## config.mk

```make
export PLATFORM = sky130hd
export DESIGN_NAME = shunt_monitor_result_regs
export DESIGN_NICKNAME = d
export VERILOG_FILES = /design/src/core/shunt_pkg.sv /design/src/core/shunt_monitor_result_regs.sv /design/src/core/current_calc.sv /design/src/core/power_calc.sv
export SDC_FILE = /design/constraint.sdc
export NUM_CORES = 2
export LEC_CHECK = 0
export BUFFER_PORTS_ARGS = -buffer_cell sky130_fd_sc_hd__buf_4
export CAP_MARGIN = 20
export CORE_MARGIN = 4
export CORE_UTILIZATION = 51
export CTS_CLUSTER_SIZE = 30
export DETAILED_ROUTE_END_ITERATION = 10
export PLACE_DENSITY = 0.68
export SLEW_MARGIN = 25
export SYNTH_ARGS = -nofsm -noshare
export SYNTH_HDL_FRONTEND = slang
export SYNTH_HIERARCHICAL = 1
export SYNTH_SLANG_ARGS = --single-unit
```

## constraint.sdc

```tcl
create_clock -name mclk_i -period 8.5 [get_ports mclk_i]
set_input_delay 1.275 -clock mclk_i [delete_from_list [all_inputs] [get_ports mclk_i]]
set_output_delay 1.275 -clock mclk_i [all_outputs]
set_load 0.005 [all_outputs]
```

## src/core/shunt_pkg.sv

```systemverilog
// constants, register map and carrier types for the shunt monitor register block
// assumes one 25 MHz clock domain shared with the serial engine and the converter
package shunt_pkg;

	// register pointer offsets (8-bit pointer)
	localparam logic [7:0] CONFIG_OFS   = 8'h00;
	localparam logic [7:0] SENSE_OFS    = 8'h01;
	localparam logic [7:0] SUPPLY_OFS   = 8'h02;
	localparam logic [7:0] POWER_OFS    = 8'h03;
	localparam logic [7:0] CURRENT_OFS  = 8'h04;
	localparam logic [7:0] CAL_OFS      = 8'h05;
	localparam logic [7:0] MASK_OFS     = 8'h06;
	localparam logic [7:0] LIMIT_OFS    = 8'h07;
	localparam logic [7:0] MAKER_OFS    = 8'h3e;
	localparam logic [7:0] PART_OFS     = 8'h3f;

	// reset values
	localparam logic [15:0] CONFIG_RST  = 16'h0000;
	localparam logic [15:0] CAL_RST     = 16'h0000;
	localparam logic [15:0] MASK_RST    = 16'h0000;
	localparam logic [15:0] LIMIT_RST   = 16'h0000;
	localparam logic [15:0] RESULT_RST  = 16'h0000;

	// field positions
	localparam int SPAN_BIT      = 12;  // config: input_span_select
	localparam int CAL_W         = 15;  // calibration: bits 14-0, bit 15 reads zero
	localparam int SEL_SOL_BIT   = 15;  // mask: sense over limit
	localparam int SEL_SUL_BIT   = 14;  // mask: sense under limit
	localparam int SEL_BOL_BIT   = 13;  // mask: supply over limit
	localparam int SEL_BUL_BIT   = 12;  // mask: supply under limit
	localparam int SEL_POL_BIT   = 11;  // mask: power over limit
	localparam int AFF_BIT       = 4;   // mask: limit function flag (read only)
	localparam int OVERFLOW_BIT  = 2;   // mask: math_overflow_flag (read only)
	localparam int PART_LSB      = 3;   // part identification field 15-3
	localparam int PART_W        = 13;

	// arithmetic normalisation shifts
	localparam int CUR_SHIFT     = 11;
	localparam int PWR_SHIFT     = 8;

	// host-side register access as presented by the serial engine
	typedef struct packed {
		logic        we;
		logic        re;
		logic [7:0]  addr;
		logic [15:0] wdata;
	} reg_req_s;

	// one finished conversion from the converter
	typedef struct packed {
		logic        valid;
		logic [15:0] data;
	} sample_s;

endpackage : shunt_pkg

```

## src/core/shunt_monitor_result_regs.sv

```systemverilog
// register file of the current, voltage and power monitor: results, limit, ids
// assumes the serial engine and the converter run on mclk_i and present
// one-cycle request and sample strobes; the serial protocol itself lives outside
`timescale 1ns/1ps
`default_nettype none
module shunt_monitor_result_regs #(
	parameter logic [15:0]             MAKER_CODE = 16'h1234,   // arbitrary value
	parameter logic [shunt_pkg::PART_W-1:0] PART_CODE = 13'h0abc // arbitrary value
) (
	input  wire logic                mclk_i,         // 25 MHz clock
	input  wire logic                srst_i,         // sync reset, high
	input  wire shunt_pkg::reg_req_s req_i,          // register access strobe
	output logic [15:0]              rdata_o,        // read data, next cycle
	output logic                     rvalid_o,       // read data valid pulse
	input  wire shunt_pkg::sample_s  sense_smp_i,    // signed sense conversion
	input  wire shunt_pkg::sample_s  supply_smp_i,   // supply conversion
	output logic                     input_span_select_o, // converter range select
	output logic [15:0]              config_o,       // whole config word to converter
	output logic                     limit_exceeded_o, // selected limit crossed
	output logic                     math_overflow_flag_o, // sticky overflow
	output logic                     calc_done_o     // current and power updated
);
	import shunt_pkg::*;

	// register state
	logic [15:0]        config_q;
	logic [15:0]        cal_q;
	logic [15:0]        mask_q;
	logic [15:0]        limit_q;
	logic signed [15:0] sense_q;
	logic [15:0]        supply_q;
	logic               overflow_q;
	logic               aff_q;
	logic [15:0]        rdata_q;
	logic               rvalid_q;
	logic               pwr_start_q;

	// arithmetic results
	logic signed [15:0] current_w;
	logic               cur_overflow_w;
	logic               cur_done_w;
	logic [15:0]        power_w;
	logic               pwr_overflow_w;

	// write and read decode
	logic wr_config;
	logic wr_cal;
	logic wr_mask;
	logic wr_limit;
	logic rd_mask;

	assign wr_config = req_i.we & (req_i.addr == CONFIG_OFS);
	assign wr_cal    = req_i.we & (req_i.addr == CAL_OFS);
	assign wr_mask   = req_i.we & (req_i.addr == MASK_OFS);
	assign wr_limit  = req_i.we & (req_i.addr == LIMIT_OFS);
	assign rd_mask   = req_i.re & (req_i.addr == MASK_OFS);

	// writable fields of the mask word: the five limit selects only
	localparam logic [15:0] MASK_WR = 16'hf800;

	// configuration word
	always_ff @(posedge mclk_i) begin
		if (srst_i)
			config_q <= CONFIG_RST;
		else if (wr_config)
			config_q <= req_i.wdata;
	end

	// calibration: the top bit is reserved and held at zero
	always_ff @(posedge mclk_i) begin
		if (srst_i)
			cal_q <= CAL_RST;
		else if (wr_cal)
			cal_q <= {1'b0, req_i.wdata[CAL_W-1:0]};
	end

	always_ff @(posedge mclk_i) begin
		if (srst_i)
			mask_q <= MASK_RST;
		else if (wr_mask)
			mask_q <= req_i.wdata & MASK_WR;
	end

	always_ff @(posedge mclk_i) begin
		if (srst_i)
			limit_q <= LIMIT_RST;
		else if (wr_limit)
			limit_q <= req_i.wdata;
	end

	// conversion results
	always_ff @(posedge mclk_i) begin
		if (srst_i)
			sense_q <= RESULT_RST;
		else if (sense_smp_i.valid)
			sense_q <= $signed(sense_smp_i.data);
	end

	// the top bit is forced low so the supply count can never read negative
	always_ff @(posedge mclk_i) begin
		if (srst_i)
			supply_q <= RESULT_RST;
		else if (supply_smp_i.valid)
			supply_q <= {1'b0, supply_smp_i.data[14:0]};
	end

	// current follows each sense sample using the raw incoming count
	current_calc u_current (
		.mclk_i   (mclk_i),
		.srst_i   (srst_i),
		.start_i  (sense_smp_i.valid),
		.sense_i  ($signed(sense_smp_i.data)),
		.cal_i    (cal_q[CAL_W-1:0]),
		.result_o (current_w),
		.overflow_o (cur_overflow_w),
		.done_o   (cur_done_w)
	);

	// the done flag waits one cycle so it lands with the power result; power starts on the current done pulse
	always_ff @(posedge mclk_i) begin
		if (srst_i)
			pwr_start_q <= 1'b0;
		else
			pwr_start_q <= cur_done_w;
	end

	power_calc u_power (
		.mclk_i    (mclk_i),
		.srst_i    (srst_i),
		.start_i   (cur_done_w),
		.current_i (current_w),
		.supply_i  (supply_q),
		.result_o  (power_w),
		.overflow_o (pwr_overflow_w)
	);

	// overflow is sticky until the mask word is read; a new overflow in the
	// read cycle wins so it is never lost
	always_ff @(posedge mclk_i) begin
		if (srst_i)
			overflow_q <= 1'b0;
		else if (cur_overflow_w | pwr_overflow_w)
			overflow_q <= 1'b1;
		else if (rd_mask)
			overflow_q <= 1'b0;
	end

	// limit comparison, each in the format of the compared result
	logic sense_over;
	logic sense_under;
	logic supply_over;
	logic supply_under;
	logic power_over;
	logic limit_hit;

	assign sense_over   = mask_q[SEL_SOL_BIT] & (sense_q > $signed(limit_q));
	assign sense_under  = mask_q[SEL_SUL_BIT] & (sense_q < $signed(limit_q));
	assign supply_over  = mask_q[SEL_BOL_BIT] & (supply_q > limit_q);
	assign supply_under = mask_q[SEL_BUL_BIT] & (supply_q < limit_q);
	assign power_over   = mask_q[SEL_POL_BIT] & (power_w > limit_q);
	assign limit_hit    = sense_over | sense_under | supply_over | supply_under | power_over;

	// limit flag follows the comparison; it is a plain level, no latching mode
	always_ff @(posedge mclk_i) begin
		if (srst_i)
			aff_q <= 1'b0;
		else
			aff_q <= limit_hit;
	end

	// read mux
	logic [15:0] mask_rd;
	logic [15:0] part_rd;
	logic [15:0] rd_mux;

	assign mask_rd = (mask_q & MASK_WR)
	               | (16'h0001 << AFF_BIT) & {16{aff_q}}
	               | (16'h0001 << OVERFLOW_BIT) & {16{overflow_q}};
	assign part_rd = {PART_CODE, 3'b000};

	always_comb begin
		unique case (req_i.addr)
			CONFIG_OFS:  rd_mux = config_q;
			SENSE_OFS:   rd_mux = sense_q;
			SUPPLY_OFS:  rd_mux = supply_q;
			POWER_OFS:   rd_mux = power_w;
			CURRENT_OFS: rd_mux = current_w;
			CAL_OFS:     rd_mux = cal_q;
			MASK_OFS:    rd_mux = mask_rd;
			LIMIT_OFS:   rd_mux = limit_q;
			MAKER_OFS:   rd_mux = MAKER_CODE;
			PART_OFS:    rd_mux = part_rd;
			default:     rd_mux = 16'h0000;
		endcase
	end

	always_ff @(posedge mclk_i) begin
		if (srst_i) begin
			rdata_q  <= 16'h0000;
			rvalid_q <= 1'b0;
		end else begin
			if (req_i.re)
				rdata_q <= rd_mux;
			rvalid_q <= req_i.re;
		end
	end

	// outputs
	assign rdata_o              = rdata_q;
	assign rvalid_o             = rvalid_q;
	assign config_o             = config_q;
	assign input_span_select_o  = config_q[SPAN_BIT];
	assign limit_exceeded_o     = aff_q;
	assign math_overflow_flag_o = overflow_q;
	assign calc_done_o          = pwr_start_q;

endmodule : shunt_monitor_result_regs
`default_nettype wire

```

## src/core/current_calc.sv

```systemverilog
// current result: signed sense count times calibration, normalised and saturated
// assumes start_i is a one-cycle pulse on the clock of the register block
`timescale 1ns/1ps
`default_nettype none
module current_calc (
	input  wire logic               mclk_i,   // 25 MHz clock
	input  wire logic               srst_i,   // sync reset, high
	input  wire logic               start_i,  // new sense sample
	input  wire logic signed [15:0] sense_i,  // signed sense count
	input  wire logic [shunt_pkg::CAL_W-1:0] cal_i, // scale factor
	output logic signed [15:0]      result_o, // saturated current
	output logic                    overflow_o, // overflow pulse
	output logic                    done_o    // result updated pulse
);
	import shunt_pkg::*;

	logic signed [31:0] prod;
	logic signed [31:0] scaled;
	logic               too_big;
	logic               too_small;
	logic signed [15:0] sat;

	assign prod      = sense_i * $signed({1'b0, cal_i});
	assign scaled    = prod >>> CUR_SHIFT;
	assign too_big   = (scaled > 32'sd32767);
	assign too_small = (scaled < -32'sd32768);
	// zero calibration gives a zero product, so the result is zero
	assign sat       = (cal_i == '0) ? 16'sh0000 :
	                   too_big       ? 16'sh7fff :
	                   too_small     ? 16'sh8000 : scaled[15:0];

	always_ff @(posedge mclk_i) begin
		if (srst_i) begin
			result_o <= 16'sh0000;
			overflow_o <= 1'b0;
			done_o   <= 1'b0;
		end else begin
			if (start_i)
				result_o <= sat;
			overflow_o <= start_i & (too_big | too_small);
			done_o <= start_i;
		end
	end
endmodule : current_calc
`default_nettype wire

```

## src/core/power_calc.sv

```systemverilog
// power result: magnitude of current times supply count, normalised and saturated
// assumes start_i pulses in the same cycle that a fresh current result appears
`timescale 1ns/1ps
`default_nettype none
module power_calc (
	input  wire logic               mclk_i,    // 25 MHz clock
	input  wire logic               srst_i,    // sync reset, high
	input  wire logic               start_i,   // recompute pulse
	input  wire logic signed [15:0] current_i, // current result
	input  wire logic [15:0]        supply_i,  // supply count
	output logic [15:0]             result_o,  // saturated power
	output logic                    overflow_o // overflow pulse
);
	import shunt_pkg::*;

	logic [16:0] mag;
	logic [32:0] prod;
	logic [32:0] scaled;
	logic        too_big;

	// power is unsigned, so the current direction is dropped
	assign mag     = current_i[15] ? (17'h00000 - {current_i[15], current_i}) : {1'b0, current_i};
	assign prod    = {16'h0000, mag} * {17'h00000, supply_i};
	assign scaled  = prod >> PWR_SHIFT;
	assign too_big = (scaled[32:16] != 17'h00000);

	always_ff @(posedge mclk_i) begin
		if (srst_i) begin
			result_o <= 16'h0000;
			overflow_o <= 1'b0;
		end else begin
			if (start_i)
				result_o <= too_big ? 16'hffff : scaled[15:0];
			overflow_o <= start_i & too_big;
		end
	end
endmodule : power_calc
`default_nettype wire

```

# After elaboration in Yosys (flattened, before gate mapping)
# Cells that the tools add are included.
# totals
wordCells	67
regBits	138
inputBits	62
# op_classes
add_sub_neg	1
magnitude_cmp	7
multipliers	2
bitwise_logic	20
n_eq_ne	9
n_reduce_logical	4
muxes	8
# ops
operator	n
case mux 16 bit (10 select lines)	1
two-way mux 16 bit	4
equality test 8 x 3 -> 1 bit (second input constant)	4
greater-than comparator 16 bit	2
multiplier 16 x 16 -> 32 bit	1
multiplier 17 x 15 -> 32 bit	1
greater-than comparator 21 x 16 -> 1 bit (second input constant)	1
< comparator 21 x 16 -> 1 bit (second input constant)	1
two-way mux 17 bit	1
nonzero test 17 bit	1
subtractor 1 x 16 -> 17 bit (first input constant)	1
equality test 8 x 2 -> 1 bit (second input constant)	2
equality test 8 x 6 -> 1 bit (second input constant)	2
greater-than comparator 15 x 16 -> 1 bit	1
< comparator 15 x 16 -> 1 bit	1
< comparator 16 bit	1
bitwise OR 16 x 3 -> 16 bit	1
bitwise OR 16 x 5 -> 16 bit	1
zero test 15 bit	1
bitwise AND 1 bit	12
equality test 8 x 1 -> 1 bit (second input constant)	1
zero test 8 bit	1
bitwise OR 1 bit	6
two-way mux 1 bit	2
nonzero test 2 bit	1

# Longest topological paths before layout
# logic_depth
word_depth	6
ltp_mapped	33
ltp_nobuf	29

# Modules after synthesis
# The synthesis kept the hierarchy.
# by_module_without_submodules
mod	seq_area_each_um2	n_inst	cells_each	area_per_inst_um2
power_calc	340.3	1	1194	10226.1
current_calc	360.3	1	1108	10161.0
shunt_monitor_result_regs	2062.0	1	694	5865.6

# Least setup slack after synthesis
# OpenSTA, ideal clock, no wires.
# synth_timing
path_type	reg2reg
start	register u_current.result_o[5]
end	register u_power.result_o[11]
path_stages_with_launch	28
required_ps	8374
path_slack_ps	659
arrival_time_ps	7715
path_cell_list	dfxtp_1 > or4_1 > or2_1 > or3_1 > or3_4 > nand2_1 > xnor2_1 > clkbuf_1 > nand2_1 > fa_1 > fa_1 > fa_1 > inv_1 > fa_1 > fa_1 > inv_1 > fa_1 > inv_1 > ha_1 > clkbuf_1 > nand4_1 > a2111o_1 > o211ai_2 > a31oi_1 > xnor2_1 > nor4b_4 > buf_6 > a31oi_1
# synth_between
elab_chain_len	5
# synth_rtl
element	line	rtl
from (decl)	current_calc.sv:11	output logic signed [15:0] result_o,
from (signal assigned)	current_calc.sv:39	result_o <= sat;
subtractor 1 x 16 -> 17 bit	power_calc.sv:22	assign mag = current_i[15] ? (17'h00000 - {current_i[15], current_i}) : {1'b0, current_i};
two-way mux 17 bit *	power_calc.sv:22	
multiplier 17 x 15 -> 32 bit *	power_calc.sv:23	assign prod = {16'h0000, mag} * {17'h00000, supply_i};
nonzero test 17 bit	power_calc.sv:25	assign too_big = (scaled[32:16] != 17'h00000);
two-way mux 16 bit *	power_calc.sv:33	result_o <= too_big ? 16'hffff : scaled[15:0];
to (signal assigned)	power_calc.sv:33	
to (decl)	power_calc.sv:11	output logic [15:0] result_o,
# Every way passes the cells marked *; elsewhere a longest branch is shown, timed or not.
# A chain may end at the register's enable or synchronous reset.

# Final worst setup path
# layout_timing
start	register u_current.result_o[6]
end	register u_power.result_o[5]
# The elaborated chain is that of the path after synthesis.

==> results.md <==
- Status: finished, final reports clean
- Initial DRC Count: 1393
- Syn Area/Cell: 8.763 µm²
- Die Span X: 234.9 µm
- Global-route wire length before repair: roughly 120000 µm
- Post-Syn Instances: ~3000
- CTS tree: yes
- Placeable Area: about 0.050 mm²
- Register area share after synthesis: 10.52%
- Root Driver: clkbuf_16
- Total CTS buffers: 17
- Worst EP required: 8790 ps
- Setup crit end kind: flip-flop
- Total track usage: 26.70%
- Yosys reg bits: 138
- Worst slew margin: 29.00%
- Buf/Inv on CP: 6
- Fin Setup TNS: 0 ps
- Top-area cell type share of the netlist area: 34.47%
- Die Area: 0.05517 mm²
- Setup violators final: 0
- Leak pwr: 13.91 nW
- Vias in the first global route: 21910
- Pre-CTS WS: 87.31 ps
- Wire length per cell: 19.72 µm
- CTS clk-pin slew, worst paths: around 60 ps
- Area post-placement: approximately 0.028 mm²
- CTS sink count: 138
- Final-layout fill cell count: around 4600
- Post-synth cell types: 98
- Vias: between 20000 and 25000
- CP top delay family: adder cells
- Die H: 234.9 µm
- HP Class: flip-flop to flip-flop
- Final min period: about 8000 ps
- Period utilization: 96.14%
- CP arrival: 8460 ps
- Setup crit start kind: flip-flop
- Critical path's largest stage delay: 570 ps
- Routability cong.: just under 1
- Critical-path top delay cell: fa_1
- Top post-synthesis cells by count: inv_1, fa_1, nand2_1
- Antenna Violating Nets Remaining: 0
- Worst vdd ir: 0.08044 mV
- HPWL Detailed: 59070 µm
- # DRC: 0
- Total number of H-tree levels: 4
- Worst clock skew: 4.616 ps
- Crit Path Class: flip-flop to flip-flop
- PwrDens: roughly 61 mW/mm²
- Initial antenna violation count: 4
- Layout cells sized above 1: 8.948%
- DRT Wirelength: 73730 µm
- Placement Rows: roughly 80
- Synth async-reset ratio: 0%
- DR vias/cell: ~5.6
- Final core occ: around 56%
- Max-cap viol count: 0
- Largest net degree at the start of global routing: between 80 and 90
- NumNets Final: roughly 3800
- Post-layout instance area: 0.02843 mm²
- Max Slew Vio Count: 0
- Initial core utilization: 52.01%
- Maximum root-to-sink buffer count: 2
- Tightest Pin Transition: 1064 ps
- Worst skew pair latency: ~430 ps
- CTS Hold Bufs: 0
- Fmax: 122.4 MHz
- Count leader, synth: inv_1
- Final worst slack: about 330 ps
- CP Max Fanout: 17
- Most used cell, CP: fa_1
- Post-synth EDFFs: 0
- Post-synthesis cell area: about 0.026 mm²
- Area contributors post-synth: fa_1, ha_1, dfxtp_1
- Top FF cell, synth: dfxtp_1
- # IOs: a little under 100
- Final Hold Vio Count: 0
- P&R area growth vs syn: 8.278%
- Yosys Warn Count: 6
- IO Port Bufs: 97
- Synth area leader: fa_1
- Grt ovf: 0
- Drt pass-1 iters: 8
==> final timing paths <==
| check | startpoint | endpoint | slack, ps | cells after the start |
|---|---|---|---|---|
| worst min-delay path | rdata_o[15] | rdata_o[15] | 460 | 2 |
| worst max register to register | u_current/result_o[6] | u_power/result_o[5] | 330 | 28 |
| worst min register to register | rdata_o[15] | rdata_o[15] | 460 | 2 |
| worst max-delay path | u_current/result_o[6] | u_power/result_o[5] | 330 | 28 |
==> worst min-delay path, stage by stage, from the launching register on <==
cell	delay [ps]
dfxtp_1	310
nand2_1	50
a21oi_1	50
==> layout by cell type, fill, tap and decap left out, drive strengths merged, types with 8 or more instances in the layout <==
cell type  Yosys  routed
a21oi        141     141
mux2          14      14
xnor2         44      44
o21ai         56      56
nor2b         12      12
nor4           8       8
nor2         107     107
a221o         18      18
a22oi         16      16
inv          572     576
a211oi        13      13
o21bai        14      14
xor2          19      19
a221oi        10      10
and2         254     254
a31oi         24      24
dfxtp        138     138
fa           452     452
mux4           8       8
ha           229     229
nand4         33      33
clkbuf       103      20
conb           3      23
a21o          24      24
and3          11      11
mux2i         45      45
o21a          13      13
nand2        411     411
nand3         26      26
nor3          17      17
buf           42     159
==> flip-flops by register name (all words and copies together), names as in the netlist <==
| signal | cells |
|---|---|
| u_power/result_o | 16 |
| rvalid_o | 1 |
| limit_exceeded_o | 1 |
| u_current/done_o | 1 |
| config_o | 16 |
| math_overflow_flag_o | 1 |
| supply_q | 15 |
| u_power/overflow_o | 1 |
| mask_q | 5 |
| sense_q | 16 |
| rdata_o | 16 |
| u_current/result_o | 16 |
| u_current/overflow_o | 1 |
| limit_q | 16 |
| cal_q | 15 |
| calc_done_o | 1 |
==> per-stage QoR <==
| step | instances | power (mW) | hold slack [ps] |
|---|---|---|---|
| floorplan | 3016 | 0.8570 | 436.1 |
| global placement | 3702 | 0.9629 | 445.9 |
| detailed placement | 3702 | 0.9696 | 454.4 |
| CTS | 3734 | 1.742 | 461.1 |
| global route | 3734 | 1.803 | 483.4 |
| finish | 3738 | 1.743 | 459.2 |
==> cells by family after synthesis <==
family	after synthesis	share of synthesized area, %
AOI/OAI and AO/OA	409	10.90
xor gates and xnor gates	63	2.159
adders and majority gates	681	45.38
buffers and inverters	718	10.66
DFF	138	10.52
muxes	67	3.017
other	3	0.04289
and+or+nand+nor	917	17.32
==> report_power, final <==
part | total, mW | internal, mW | switching [mW]
combinational | 0.260 | 0.0977 | 0.162
clock | 0.779 | 0.480 | 0.299
sequential | 0.704 | 0.663 | 0.0408
==> cell type report <==
| type | instances | area [µm²] | share of cell area, % |
|---|---|---|---|
| clock buffer | 20 | 456.7 | 1.607 |
| multi-input combinational | 2160 | 20840 | 73.31 |
| clock inverter | 12 | 162.7 | 0.5722 |
| inverter | 573 | 2151 | 7.566 |
| timing repair buffer | 159 | 1201 | 4.226 |
| antenna | 4 | 10.01 | 0.03521 |
| sequential | 138 | 2765 | 9.728 |
| tap | 672 | 840.8 | 2.958 |
==> per-layer routing <==
metal	global-route usage, %	up-vias	share of wire [%]
met3	4.280	126	6.5
met2	43.86	726	47
li1	-	9565	-
met5	0	-	0.018
met1	36.70	10590	43
met4	8.056	2	2.8
==> what timing repair did <==
action	CTS	global route
resized for setup	0	17
buffers inserted	0	0
setup endpoints to repair	0	17
No activity file was read; power rests on OpenSTA's default activity.
